### src/art_pkg.sv
// Shared constants for the 12-bit autoreload PWM timer.
// Assumes an 8-bit register view carried in the low byte of a 32-bit AHB-Lite bus.
package art_pkg;

    // Register indices; the byte address is four times the index.
    localparam logic [5:0] IDX_TCS    = 6'h0D;
    localparam logic [5:0] IDX_CNT_HI = 6'h0E;
    localparam logic [5:0] IDX_CNT_LO = 6'h0F;
    localparam logic [5:0] IDX_RLD_HI = 6'h10;
    localparam logic [5:0] IDX_RLD_LO = 6'h11;
    localparam logic [5:0] IDX_PINCR  = 6'h12;
    localparam logic [5:0] IDX_PWMCSR = 6'h13;
    localparam logic [5:0] IDX_DTY_HI = 6'h17;
    localparam logic [5:0] IDX_DTY_LO = 6'h18;

    // Field positions.
    localparam int CKSEL_LSB = 3;
    localparam int OVF_BIT   = 2;
    localparam int OVERFLOW_IRQ_ENABLE_BIT = 1;
    localparam int COMPARE_IRQ_ENABLE_BIT = 0;
    localparam int PINEN_BIT = 0;
    localparam int POL_BIT   = 1;
    localparam int CMPF_BIT  = 0;

    // Counter geometry.
    localparam int          CNT_W    = 12;
    localparam logic [11:0] CNT_MAX  = 12'hFFF;
    localparam logic [11:0] CNT_ONE  = 12'h001;
    localparam logic [11:0] DUTY_OFF = 12'h000;

    // Slow mode divides the counter input by this figure.
    localparam int SLOW_DIV = 32;

    // AHB transfer type bit that marks an active transfer.
    localparam int HTRANS_ACT = 1;

    typedef enum logic [1:0] {
        CS_OFF  = 2'b00,
        CS_LITE = 2'b01,
        CS_CPU  = 2'b10,
        CS_RSVD = 2'b11
    } art_clk_sel_type;

endpackage

### src/art_tick_if.sv
// Link between the timer core and its counter tick generator.
// Assumes both ends run on the system clock.
interface art_tick_if;
    art_pkg::art_clk_sel_type clk_sel;
    logic                     lite_tick;
    logic                     slow;
    logic                     halt;
    logic                     active_halt;
    logic                     ovf_ie;
    logic                     tick;

    modport gen  (input clk_sel, lite_tick, slow, halt, active_halt, ovf_ie, output tick);
    modport core (output clk_sel, lite_tick, slow, halt, active_halt, ovf_ie, input tick);
endinterface

### src/art_tick_gen.sv
// Counter clock selection, slow-mode prescaler and low-power gating.
// Assumes the lite tick is a one-cycle pulse synchronous to the system clock.
module art_tick_gen #(
    parameter int DIV = art_pkg::SLOW_DIV
) (
    // Clock and reset
    input wire logic clk_sys,
    input wire logic rst_n,
    // Core side
    art_tick_if.gen  tif
);
    localparam int PW = $clog2(DIV);
    localparam logic [PW-1:0] PRE_LAST = PW'(DIV - 1);
    localparam logic [PW-1:0] PRE_ONE  = PW'(1);

    typedef struct packed {
        logic [PW-1:0] pre;
        logic          tick;
    } art_tick_state_type;

    art_tick_state_type q;
    art_tick_state_type n;
    logic               src;
    logic               run;

    always_comb
    begin
        n = q;
        n.tick = 1'b0;
        case (tif.clk_sel)
            art_pkg::CS_LITE: src = tif.lite_tick;
            art_pkg::CS_CPU:  src = 1'b1;
            default:          src = 1'b0;
        endcase
        // Active-halt keeps only the lite tick running, and only for overflow wake-up.
        run = !tif.halt && (!tif.active_halt ||
              (tif.clk_sel == art_pkg::CS_LITE && tif.ovf_ie));
        if (run && src)
        begin
            if (!tif.slow)
                n.tick = 1'b1;
            else if (q.pre == PRE_LAST)
            begin
                n.pre = '0;
                n.tick = 1'b1;
            end
            else
                n.pre = q.pre + PRE_ONE;
        end
    end

    always_ff @(posedge clk_sys or negedge rst_n)
    begin
        if (!rst_n)
            q <= '0;
        else
            q <= n;
    end

    assign tif.tick = q.tick;

    property p_halt_stops;
        @(posedge clk_sys) disable iff (!rst_n)
        tif.halt |=> !tif.tick;
    endproperty
    a_halt_stops: assert property (p_halt_stops) else $error("tick during halt");

    property p_off_stops;
        @(posedge clk_sys) disable iff (!rst_n)
        (tif.clk_sel == art_pkg::CS_OFF) |=> !tif.tick;
    endproperty
    a_off_stops: assert property (p_off_stops) else $error("tick with clock off");

endmodule // art_tick_gen

### src/art_timer_top.sv
// 12-bit autoreload timer with one PWM output and output compare.
// Assumes an AHB-Lite master with single word transfers; register data in bits 7:0.

module art_timer_top #(
    parameter int ADDR_W = 8
) (
    // Clock and reset
    input  wire logic              CLK_SYS,
    input  wire logic              RST_N,
    // AHB-Lite slave
    input  wire logic              HSEL,
    input  wire logic [ADDR_W-1:0] HADDR,
    input  wire logic [1:0]        HTRANS,
    input  wire logic              HWRITE,
    input  wire logic [2:0]        HSIZE,
    input  wire logic [31:0]       HWDATA,
    input  wire logic              HREADY,
    output logic      [31:0]       HRDATA,
    output logic                   HREADYOUT,
    output logic                   HRESP,
    // Counter clock source and power modes
    input  wire logic              LITE_TICK,
    input  wire logic              SLOW_MODE,
    input  wire logic              HALT_MODE,
    input  wire logic              ACTIVE_HALT_MODE,
    // PWM pin
    output logic                   PWM_PIN_O,
    output logic                   PWM_PIN_OE_N,
    // Interrupt requests
    output logic                   OVF_IRQ,
    output logic                   CMP_IRQ
);
    localparam int W = art_pkg::CNT_W;

    typedef struct packed {
        logic [1:0]   clk_sel;
        logic         ovf_ie;
        logic         cmp_ie;
        logic         ovf;
        logic         ovf_clr;
        logic [W-1:0] cnt;
        logic [W-1:0] reload;
        logic [W-1:0] duty;
        logic [W-1:0] shadow;
        logic         locked;
        logic         pwm_en;
        logic         pol;
        logic         cmp;
        logic         pwm;
        logic         wr_pend;
        logic [5:0]   wr_idx;
        logic         rd_pend;
        logic [5:0]   rd_idx;
        logic [31:0]  rdata;
        logic         ready;
        logic         resp;
        logic         pin_o;
        logic         pin_oe_n;
        logic         ovf_irq;
        logic         cmp_irq;
    } art_state_type;

    art_state_type q;
    art_state_type n;
    logic          acc;
    logic          tick;
    logic [W-1:0]  cmp_val;
    logic          cmp_hit;
    logic          wrap;
    logic [7:0]    wd;

    art_tick_if tif ();

    function automatic logic [5:0] addr_idx(input logic [ADDR_W-1:0] a);
        addr_idx = a[7:2];
    endfunction

    function automatic logic [7:0] read_reg(input art_state_type s, input logic [5:0] idx);
        read_reg = 8'h00;
        if (idx == art_pkg::IDX_TCS)
        begin
            read_reg[art_pkg::CKSEL_LSB +: 2] = s.clk_sel;
            read_reg[art_pkg::OVF_BIT]        = s.ovf;
            read_reg[art_pkg::OVERFLOW_IRQ_ENABLE_BIT]      = s.ovf_ie;
            read_reg[art_pkg::COMPARE_IRQ_ENABLE_BIT]      = s.cmp_ie;
        end
        else if (idx == art_pkg::IDX_CNT_HI)
            read_reg = {4'h0, s.cnt[11:8]};
        else if (idx == art_pkg::IDX_CNT_LO)
            read_reg = s.cnt[7:0];
        else if (idx == art_pkg::IDX_RLD_HI)
            read_reg = {4'h0, s.reload[11:8]};
        else if (idx == art_pkg::IDX_RLD_LO)
            read_reg = s.reload[7:0];
        else if (idx == art_pkg::IDX_PINCR)
            read_reg[art_pkg::PINEN_BIT] = s.pwm_en;
        else if (idx == art_pkg::IDX_PWMCSR)
        begin
            read_reg[art_pkg::POL_BIT]  = s.pol;
            read_reg[art_pkg::CMPF_BIT] = s.cmp;
        end
        else if (idx == art_pkg::IDX_DTY_HI)
            read_reg = {4'h0, s.duty[11:8]};
        else if (idx == art_pkg::IDX_DTY_LO)
            read_reg = s.duty[7:0];
    endfunction

    assign tif.clk_sel     = art_pkg::art_clk_sel_type'(q.clk_sel);
    assign tif.lite_tick   = LITE_TICK;
    assign tif.slow        = SLOW_MODE;
    assign tif.halt        = HALT_MODE;
    assign tif.active_halt = ACTIVE_HALT_MODE;
    assign tif.ovf_ie      = q.ovf_ie;
    assign tick            = tif.tick;

    art_tick_gen #(
        .DIV (art_pkg::SLOW_DIV)
    ) art_tick_gen_i (
        .clk_sys (CLK_SYS),
        .rst_n   (RST_N),
        .tif     (tif.gen)
    );

    assign acc  = HSEL && HTRANS[art_pkg::HTRANS_ACT] && HREADY;
    assign wd   = HWDATA[7:0];
    assign wrap = tick && (q.cnt == art_pkg::CNT_MAX);

    always_comb
    begin
        n = q;
        n.ready = 1'b1;
        n.wr_pend = 1'b0;
        n.rd_pend = 1'b0;

        // Write data phase; unmapped indices are ignored.
        if (q.wr_pend)
        begin
            if (q.wr_idx == art_pkg::IDX_TCS)
            begin
                n.clk_sel = wd[art_pkg::CKSEL_LSB +: 2];
                n.ovf_ie  = wd[art_pkg::OVERFLOW_IRQ_ENABLE_BIT];
                n.cmp_ie  = wd[art_pkg::COMPARE_IRQ_ENABLE_BIT];
            end
            else if (q.wr_idx == art_pkg::IDX_RLD_HI)
                n.reload[11:8] = wd[3:0];
            else if (q.wr_idx == art_pkg::IDX_RLD_LO)
                n.reload[7:0] = wd;
            else if (q.wr_idx == art_pkg::IDX_PINCR)
                n.pwm_en = wd[art_pkg::PINEN_BIT];
            else if (q.wr_idx == art_pkg::IDX_PWMCSR)
                n.pol = wd[art_pkg::POL_BIT];
            else if (q.wr_idx == art_pkg::IDX_DTY_HI)
            begin
                n.duty[11:8] = wd[3:0];
                n.locked = 1'b1;
            end
            else if (q.wr_idx == art_pkg::IDX_DTY_LO)
            begin
                n.duty[7:0] = wd;
                n.locked = 1'b0;
            end
        end

        // Read data phase, one wait state; reads carry the flag clears.
        if (q.rd_pend)
        begin
            n.rdata = {24'h000000, read_reg(q, q.rd_idx)};
            if (q.rd_idx == art_pkg::IDX_TCS && q.ovf)
                n.ovf_clr = 1'b1;
            if (q.rd_idx == art_pkg::IDX_PWMCSR)
                n.cmp = 1'b0;
        end

        if (acc)
        begin
            if (HWRITE)
            begin
                n.wr_pend = 1'b1;
                n.wr_idx  = addr_idx(HADDR);
            end
            else
            begin
                n.rd_pend = 1'b1;
                n.rd_idx  = addr_idx(HADDR);
                n.ready   = 1'b0;
            end
        end

        // A pending clear takes effect one counter tick later, or at once with the clock selection off.
        if (q.ovf_clr && (tick || q.clk_sel == art_pkg::CS_OFF))
        begin
            n.ovf = 1'b0;
            n.ovf_clr = 1'b0;
        end

        if (tick)
        begin
            if (wrap)
            begin
                n.cnt = q.reload;
                n.ovf = 1'b1;
                n.ovf_clr = 1'b0;
                n.shadow = n.duty;
                n.pwm = 1'b1;
            end
            else
                n.cnt = q.cnt + art_pkg::CNT_ONE;
        end

        // Pin enabled compares the shadow, otherwise the live duty value.
        cmp_val = n.pwm_en ? n.shadow : n.duty;
        cmp_hit = tick && !n.locked && (cmp_val != art_pkg::DUTY_OFF) &&
                  (n.cnt == cmp_val);
        if (cmp_hit)
        begin
            n.cmp = 1'b1;
            n.pwm = 1'b0;
        end

        n.pin_o    = n.pwm ^ n.pol;
        n.pin_oe_n = !n.pwm_en;
        n.ovf_irq  = n.ovf && n.ovf_ie;
        n.cmp_irq  = n.cmp && n.cmp_ie;
        n.resp     = 1'b0;
    end

    always_ff @(posedge CLK_SYS or negedge RST_N)
    begin
        if (!RST_N)
        begin
            q <= '0;
            q.ready <= 1'b1;
            q.pin_oe_n <= 1'b1;
        end
        else
            q <= n;
    end

    assign HRDATA       = q.rdata;
    assign HREADYOUT    = q.ready;
    assign HRESP        = q.resp;
    assign PWM_PIN_O    = q.pin_o;
    assign PWM_PIN_OE_N = q.pin_oe_n;
    assign OVF_IRQ      = q.ovf_irq;
    assign CMP_IRQ      = q.cmp_irq;

    property p_pin_enable;
        @(posedge CLK_SYS) disable iff (!RST_N)
        $rose(q.pwm_en) |-> !PWM_PIN_OE_N && $past(PWM_PIN_OE_N);
    endproperty
    a_pin_enable: assert property (p_pin_enable) else $error("pin enable mismatch");

    property p_wrap;
        @(posedge CLK_SYS) disable iff (!RST_N)
        wrap |=> q.cnt == $past(q.reload) && q.ovf && q.shadow == $past(n.duty);
    endproperty
    a_wrap: assert property (p_wrap) else $error("overflow reload wrong");

    property p_count_up;
        @(posedge CLK_SYS) disable iff (!RST_N)
        tick && !wrap |=> q.cnt == $past(q.cnt) + art_pkg::CNT_ONE;
    endproperty
    a_count_up: assert property (p_count_up) else $error("counter did not step");

    property p_match_low;
        @(posedge CLK_SYS) disable iff (!RST_N)
        cmp_hit |=> q.cmp && !q.pwm && (PWM_PIN_O == q.pol);
    endproperty
    a_match_low: assert property (p_match_low) else $error("match did not drive low");

    property p_locked;
        @(posedge CLK_SYS) disable iff (!RST_N)
        q.locked && !q.wr_pend |=> !$rose(q.cmp);
    endproperty
    a_locked: assert property (p_locked) else $error("compare while locked");

    property p_zero_duty;
        @(posedge CLK_SYS) disable iff (!RST_N)
        !q.pwm_en && !q.wr_pend && q.duty == art_pkg::DUTY_OFF |=> !$rose(q.cmp);
    endproperty
    a_zero_duty: assert property (p_zero_duty) else $error("compare on zero duty");

    property p_ovf_linger;
        @(posedge CLK_SYS) disable iff (!RST_N)
        q.rd_pend && q.rd_idx == art_pkg::IDX_TCS && q.ovf && !q.ovf_clr |=> q.ovf ##1 1'b1;
    endproperty
    a_ovf_linger: assert property (p_ovf_linger) else $error("overflow flag dropped early");

    property p_set_wins;
        @(posedge CLK_SYS) disable iff (!RST_N)
        wrap && q.rd_pend && q.rd_idx == art_pkg::IDX_TCS |=> q.ovf && !q.ovf_clr;
    endproperty
    a_set_wins: assert property (p_set_wins) else $error("overflow lost to clear");

    property p_ovf_irq;
        @(posedge CLK_SYS) disable iff (!RST_N)
        $rose(q.ovf) && q.ovf_ie |-> OVF_IRQ;
    endproperty
    a_ovf_irq: assert property (p_ovf_irq) else $error("overflow request missing");

    property p_read_wait;
        @(posedge CLK_SYS) disable iff (!RST_N)
        acc && !HWRITE |=> !HREADYOUT ##1 HREADYOUT;
    endproperty
    a_read_wait: assert property (p_read_wait) else $error("read timing wrong");

endmodule // art_timer_top

### config.mk
export PLATFORM = sky130hd
export DESIGN_NAME = art_timer_top
export DESIGN_NICKNAME = d
export VERILOG_FILES = /design/src/art_pkg.sv /design/src/art_tick_if.sv /design/src/art_tick_gen.sv /design/src/art_timer_top.sv
export SDC_FILE = /design/constraint.sdc
export NUM_CORES = 1
export LEC_CHECK = 0
export BUFFER_PORTS_ARGS = -buffer_cell sky130_fd_sc_hd__buf_2
export CORE_ASPECT_RATIO = 0.5
export CORE_MARGIN = 1.5
export CORE_UTILIZATION = 45
export DETAILED_ROUTE_END_ITERATION = 16
export GPL_TIMING_DRIVEN = 0
export PLACE_DENSITY = 0.67
export SLEW_MARGIN = 25
export SYNTH_ARGS = -nofsm -noshare
export SYNTH_HDL_FRONTEND = slang
export SYNTH_HIERARCHICAL = 1
export SYNTH_SLANG_ARGS = --single-unit
### constraint.sdc
create_clock -name CLK_SYS -period 6.4 [get_ports CLK_SYS]
set_input_delay 0.32 -clock CLK_SYS [delete_from_list [all_inputs] [get_ports CLK_SYS]]
set_output_delay 0.32 -clock CLK_SYS [all_outputs]
set_load 0.005 [all_outputs]
==> summary.txt <==
Status
  – Status: complete, but fails checks
  – Failing checks: design-rule violations

Setup path
  – Setup CP Type: flop to flop
  – Crit path cell chain: ha_1, nand4_4, nor4_4, buf_2, o21ai_0, a22o_1, xnor2_1, nor4_2, nand4_2, nor2b_4
  – CP Depth: 10
  – Crit end category: flop
  – Critical path data required time: 6630 ps
  – Crit path buf inv count: 1
  – Crit path launch type: flop
  – R2R Setup Slk: 3160 ps
  – Critical path's slowest cell: nor4_4
  – Worst R2R Start: q[93]$_DFF_PN0_
  – Crit path DAT: 3480 ps
  – CP top delay family: simple AND/OR/NAND/NOR gates
  – Worst path max stage delay: 470 ps
  – CP startpoint: q[93]$_DFF_PN0_
  – Reg2Reg Depth: 10
  – Crit-path max FO: 10

Synthesis
  – Share of the synthesized area in the top cell type: 0.4450
  – Synth Instances: 509
  – Count of cell types in the netlist: 72
  – Synth Warn #: 6
  – Sequential fraction of the synthesis area: 0.4554
  – Ys flop type: dfrtp_1
  – Compound-gate portion of the synthesized area: 0.1145
  – Dominant cells by area after synthesis: dfrtp_1 44%, nand2_1 7.0%, mux2_2 6.9%
  – Post-synthesis xor/xnor area fraction: 0.01557
  – EDFF count, synth: 0
  – Main combinational cell family by area after synthesis: simple AND/OR/NAND/NOR gates
  – Simple-gate share of the synthesized area: 0.2114
  – Post-Synth Adder-Cell Area: 0.01236
  – Mapped cell area: 5061 um2
  – Synth area leader: dfrtp_1
  – Syn_area_per_cell: 9.943 um2
  – Ys async rst share: 1.000
  – Mux share of post-synthesis cell area: 0.1152
  – Synthesized flop and latch total: 92

Placement
  – DP HPWL: 9758 um
  – Placer Congestion: 0.9433
  – Placed Cells: 715
  – # port buffers: 36

Clock network
  – CTS tree: done
  – # hold bufs at CTS: 1
  – Resize count post-CTS: 0
  – Maximum root-to-sink buffer count: 2
  – Clock transition at path regs: 70 ps
  – TritonCTS buffer count: 9
  – H-tree depth: 3
  – Worst-skew pair later-pin latency: 340 ps
  – Clock Sinks: 92
  – Postcts setup bufs: 0
  – Cell chosen for the clock root: clkbuf_16

Global routing
  – GRT Residual Overflow: 0
  – Vias in the first global route: 3822
  – First-pass GRT wire length: 20650 um
  – Largest net degree at the start of global routing: 63
  – Initial antenna violation count: 0
  – GRT Overall Usage: 0.2264

STA
  – Final min period: 3244 ps
  – Slew HR: 0.3245
  – Final hold viol count: 0
  – Period utilization: 0.5069
  – TNS Setup: 0 ps
  – Maximum operating frequency: 308.2 MHz
  – Setup violation total in the final timing report: 0
  – Worst Tran Pin Value: 1011 ps
  – RSZ-0062 raised after global routing: no
  – Final slew viol count: 0
  – Skew final: 8.951 ps

Floorplanning
  – Die width: 153.0 um
  – IO Count: 92
  – # rows: 27
  – Height of the die: 77.99 um
  – Initial Utilization: 0.4610
  – Total core area: 10980 um2
  – Die footprint: 11930 um2

Route
  – Vias per cell: 5.388
  – Remaining DRCs: 6
  – Final wirelength: 12770 um
  – Routed len/inst: 17.44 um
  – Final ANT Viol Nets: 0
  – DR iter-0 viols: 323
  – DR vias: 3944
  – Drt first pass iters: 11

Layout
  – Finished Layout Cells: 732
  – Layout cell share with drive strength beyond 1: 0.2504
  – Area growth syn-to-layout: 16.29%
  – Final #Nets: 641
  – Register Area: 2305 um2
  – Filler cells: 1000
  – Antenna diodes: 0
  – Area occupied by multi-input gates: 2467 um2

Pwr
  – Static Leakage: 2.747 nW
  – Pwr Density: 245.1 nW/um2
  – Maximum VDD drop: 0.0001498 V

Job
  – # Max-Cap Violations: 0

Min path
  – Hold path cells: 2
  – Hold Crit Class: input port to flop
  – Worst Hold Launch: HALT_MODE
## final timing paths
check,to
setup / recovery,q[52]$_DFF_PN0_
hold / removal,art_tick_gen_i/tif.tick$_DFF_PN0_
setup reg to reg,q[52]$_DFF_PN0_
hold reg to reg,art_tick_gen_i/q[4]$_DFFE_PN0P_
max in group asynchronous,HREADYOUT$_DFF_PN1_
min in group asynchronous,q[62]$_DFF_PN0_
## layout make-up
type                            count  share of cell area
Timing Repair Buffer               38             0.03805
Clock inverter                      4             0.01233
Buffer                             51             0.05548
Sequential cell                    92              0.3916
Inverter                           14            0.008929
Multi-Input combinational cell    376              0.4192
Clock buffer                       12             0.04358
Tap cell                          145             0.03082
## cell usage after synthesis, types with 2 or more instances
library cell  count
a32oi_1           2
xnor2_1           9
o211ai_1          2
a21oi_1          17
and3_1            3
a221oi_1          2
mux2_2           31
o311ai_0          2
nor3b_2           3
buf_4            33
dfrtp_1          90
a21boi_0          2
or3_1             2
nor3b_1           2
buf_2             3
a222oi_1          4
mux2i_1          20
o21ai_0          19
nand3b_1          4
clkbuf_1         14
nor4_1            7
nor4_2            2
or2_2             3
nand3_1          15
a211oi_1          2
nor3_1           10
a31oi_1           6
dfstp_2           2
and4_1            3
nand2_1          94
nand2b_1          7
and2_1            2
nand4_1           5
nor2b_1           3
a22o_1            3
nor2_1           28
ha_1              5
inv_1            14
## worst reg2reg max path, delay by kind of cell (launching register included)
kind,cells,cell delay [ps]
compound gates,2,410
xor+xnor,1,180
fa+ha+maj,1,300
buf+inv,1,320
flops,1,460
simple gates,5,1470
## placed cells by master, fill, tap and decap left out, types with 4 or more instances in the layout
master	count
o21ai_0	19
buf_4	33
clkbuf_1	15
nand2b_1	7
conb_1	25
a222oi_1	4
xnor2_1	9
nand4_1	5
nor2_1	28
nand2_1	94
nand3_1	15
buf_2	38
nor3_1	10
ha_1	5
clkbuf_16	9
nor4_1	7
inv_1	14
mux2i_1	20
dfrtp_1	90
a21oi_1	17
nand3b_1	4
mux2_2	31
a31oi_1	6
## metal layers
layer  part of all wire  GRT usage  up-vias
met5                  0          0        -
met4             0.0093    0.04706        0
met3              0.073    0.05810       11
met2               0.43     0.3493      146
met1               0.49     0.3213     1891
li1                   -          -     1896
## registers in the layout, summed over array words and instances (netlist names)
name / flops
PWM_PIN_O: 1
OVF_IRQ: 1
PWM_PIN_OE_N: 1
HRDATA: 8
CMP_IRQ: 1
tif.clk_sel: 2
art_tick_gen_i/tif.tick: 1
tif.ovf_ie: 1
q: 70
HREADYOUT: 1
art_tick_gen_i/q: 5
## cell families after synthesis
group | after synthesis
fa+ha+maj | 5
compound gates | 79
flops | 92
buf+inv | 65
simple gates | 205
xor+xnor | 9
mux | 53
other cells | 1
## through the flow
step	worst slack [ps]	area, um2	hold slack, ps	util	power (mW)
floorplan	3779	5151	24.41	-	0.7914
global placement	3184	5513	474.3	0.5021	0.8591
detailed placement	3151	5547	222.0	0.5052	0.8652
CTS	3199	5886	167.7	0.5361	1.453
global route	2899	5886	195.5	0.5361	1.506
finish	3156	5886	174.9	0.5361	1.443
## report_power, final
part           total (mW)  internal (mW)  switching [mW]
Sequential          0.654          0.622          0.0322
Clock               0.585          0.363           0.222
Combinational       0.204         0.0942           0.109
(Power assumes the default switching activity.)
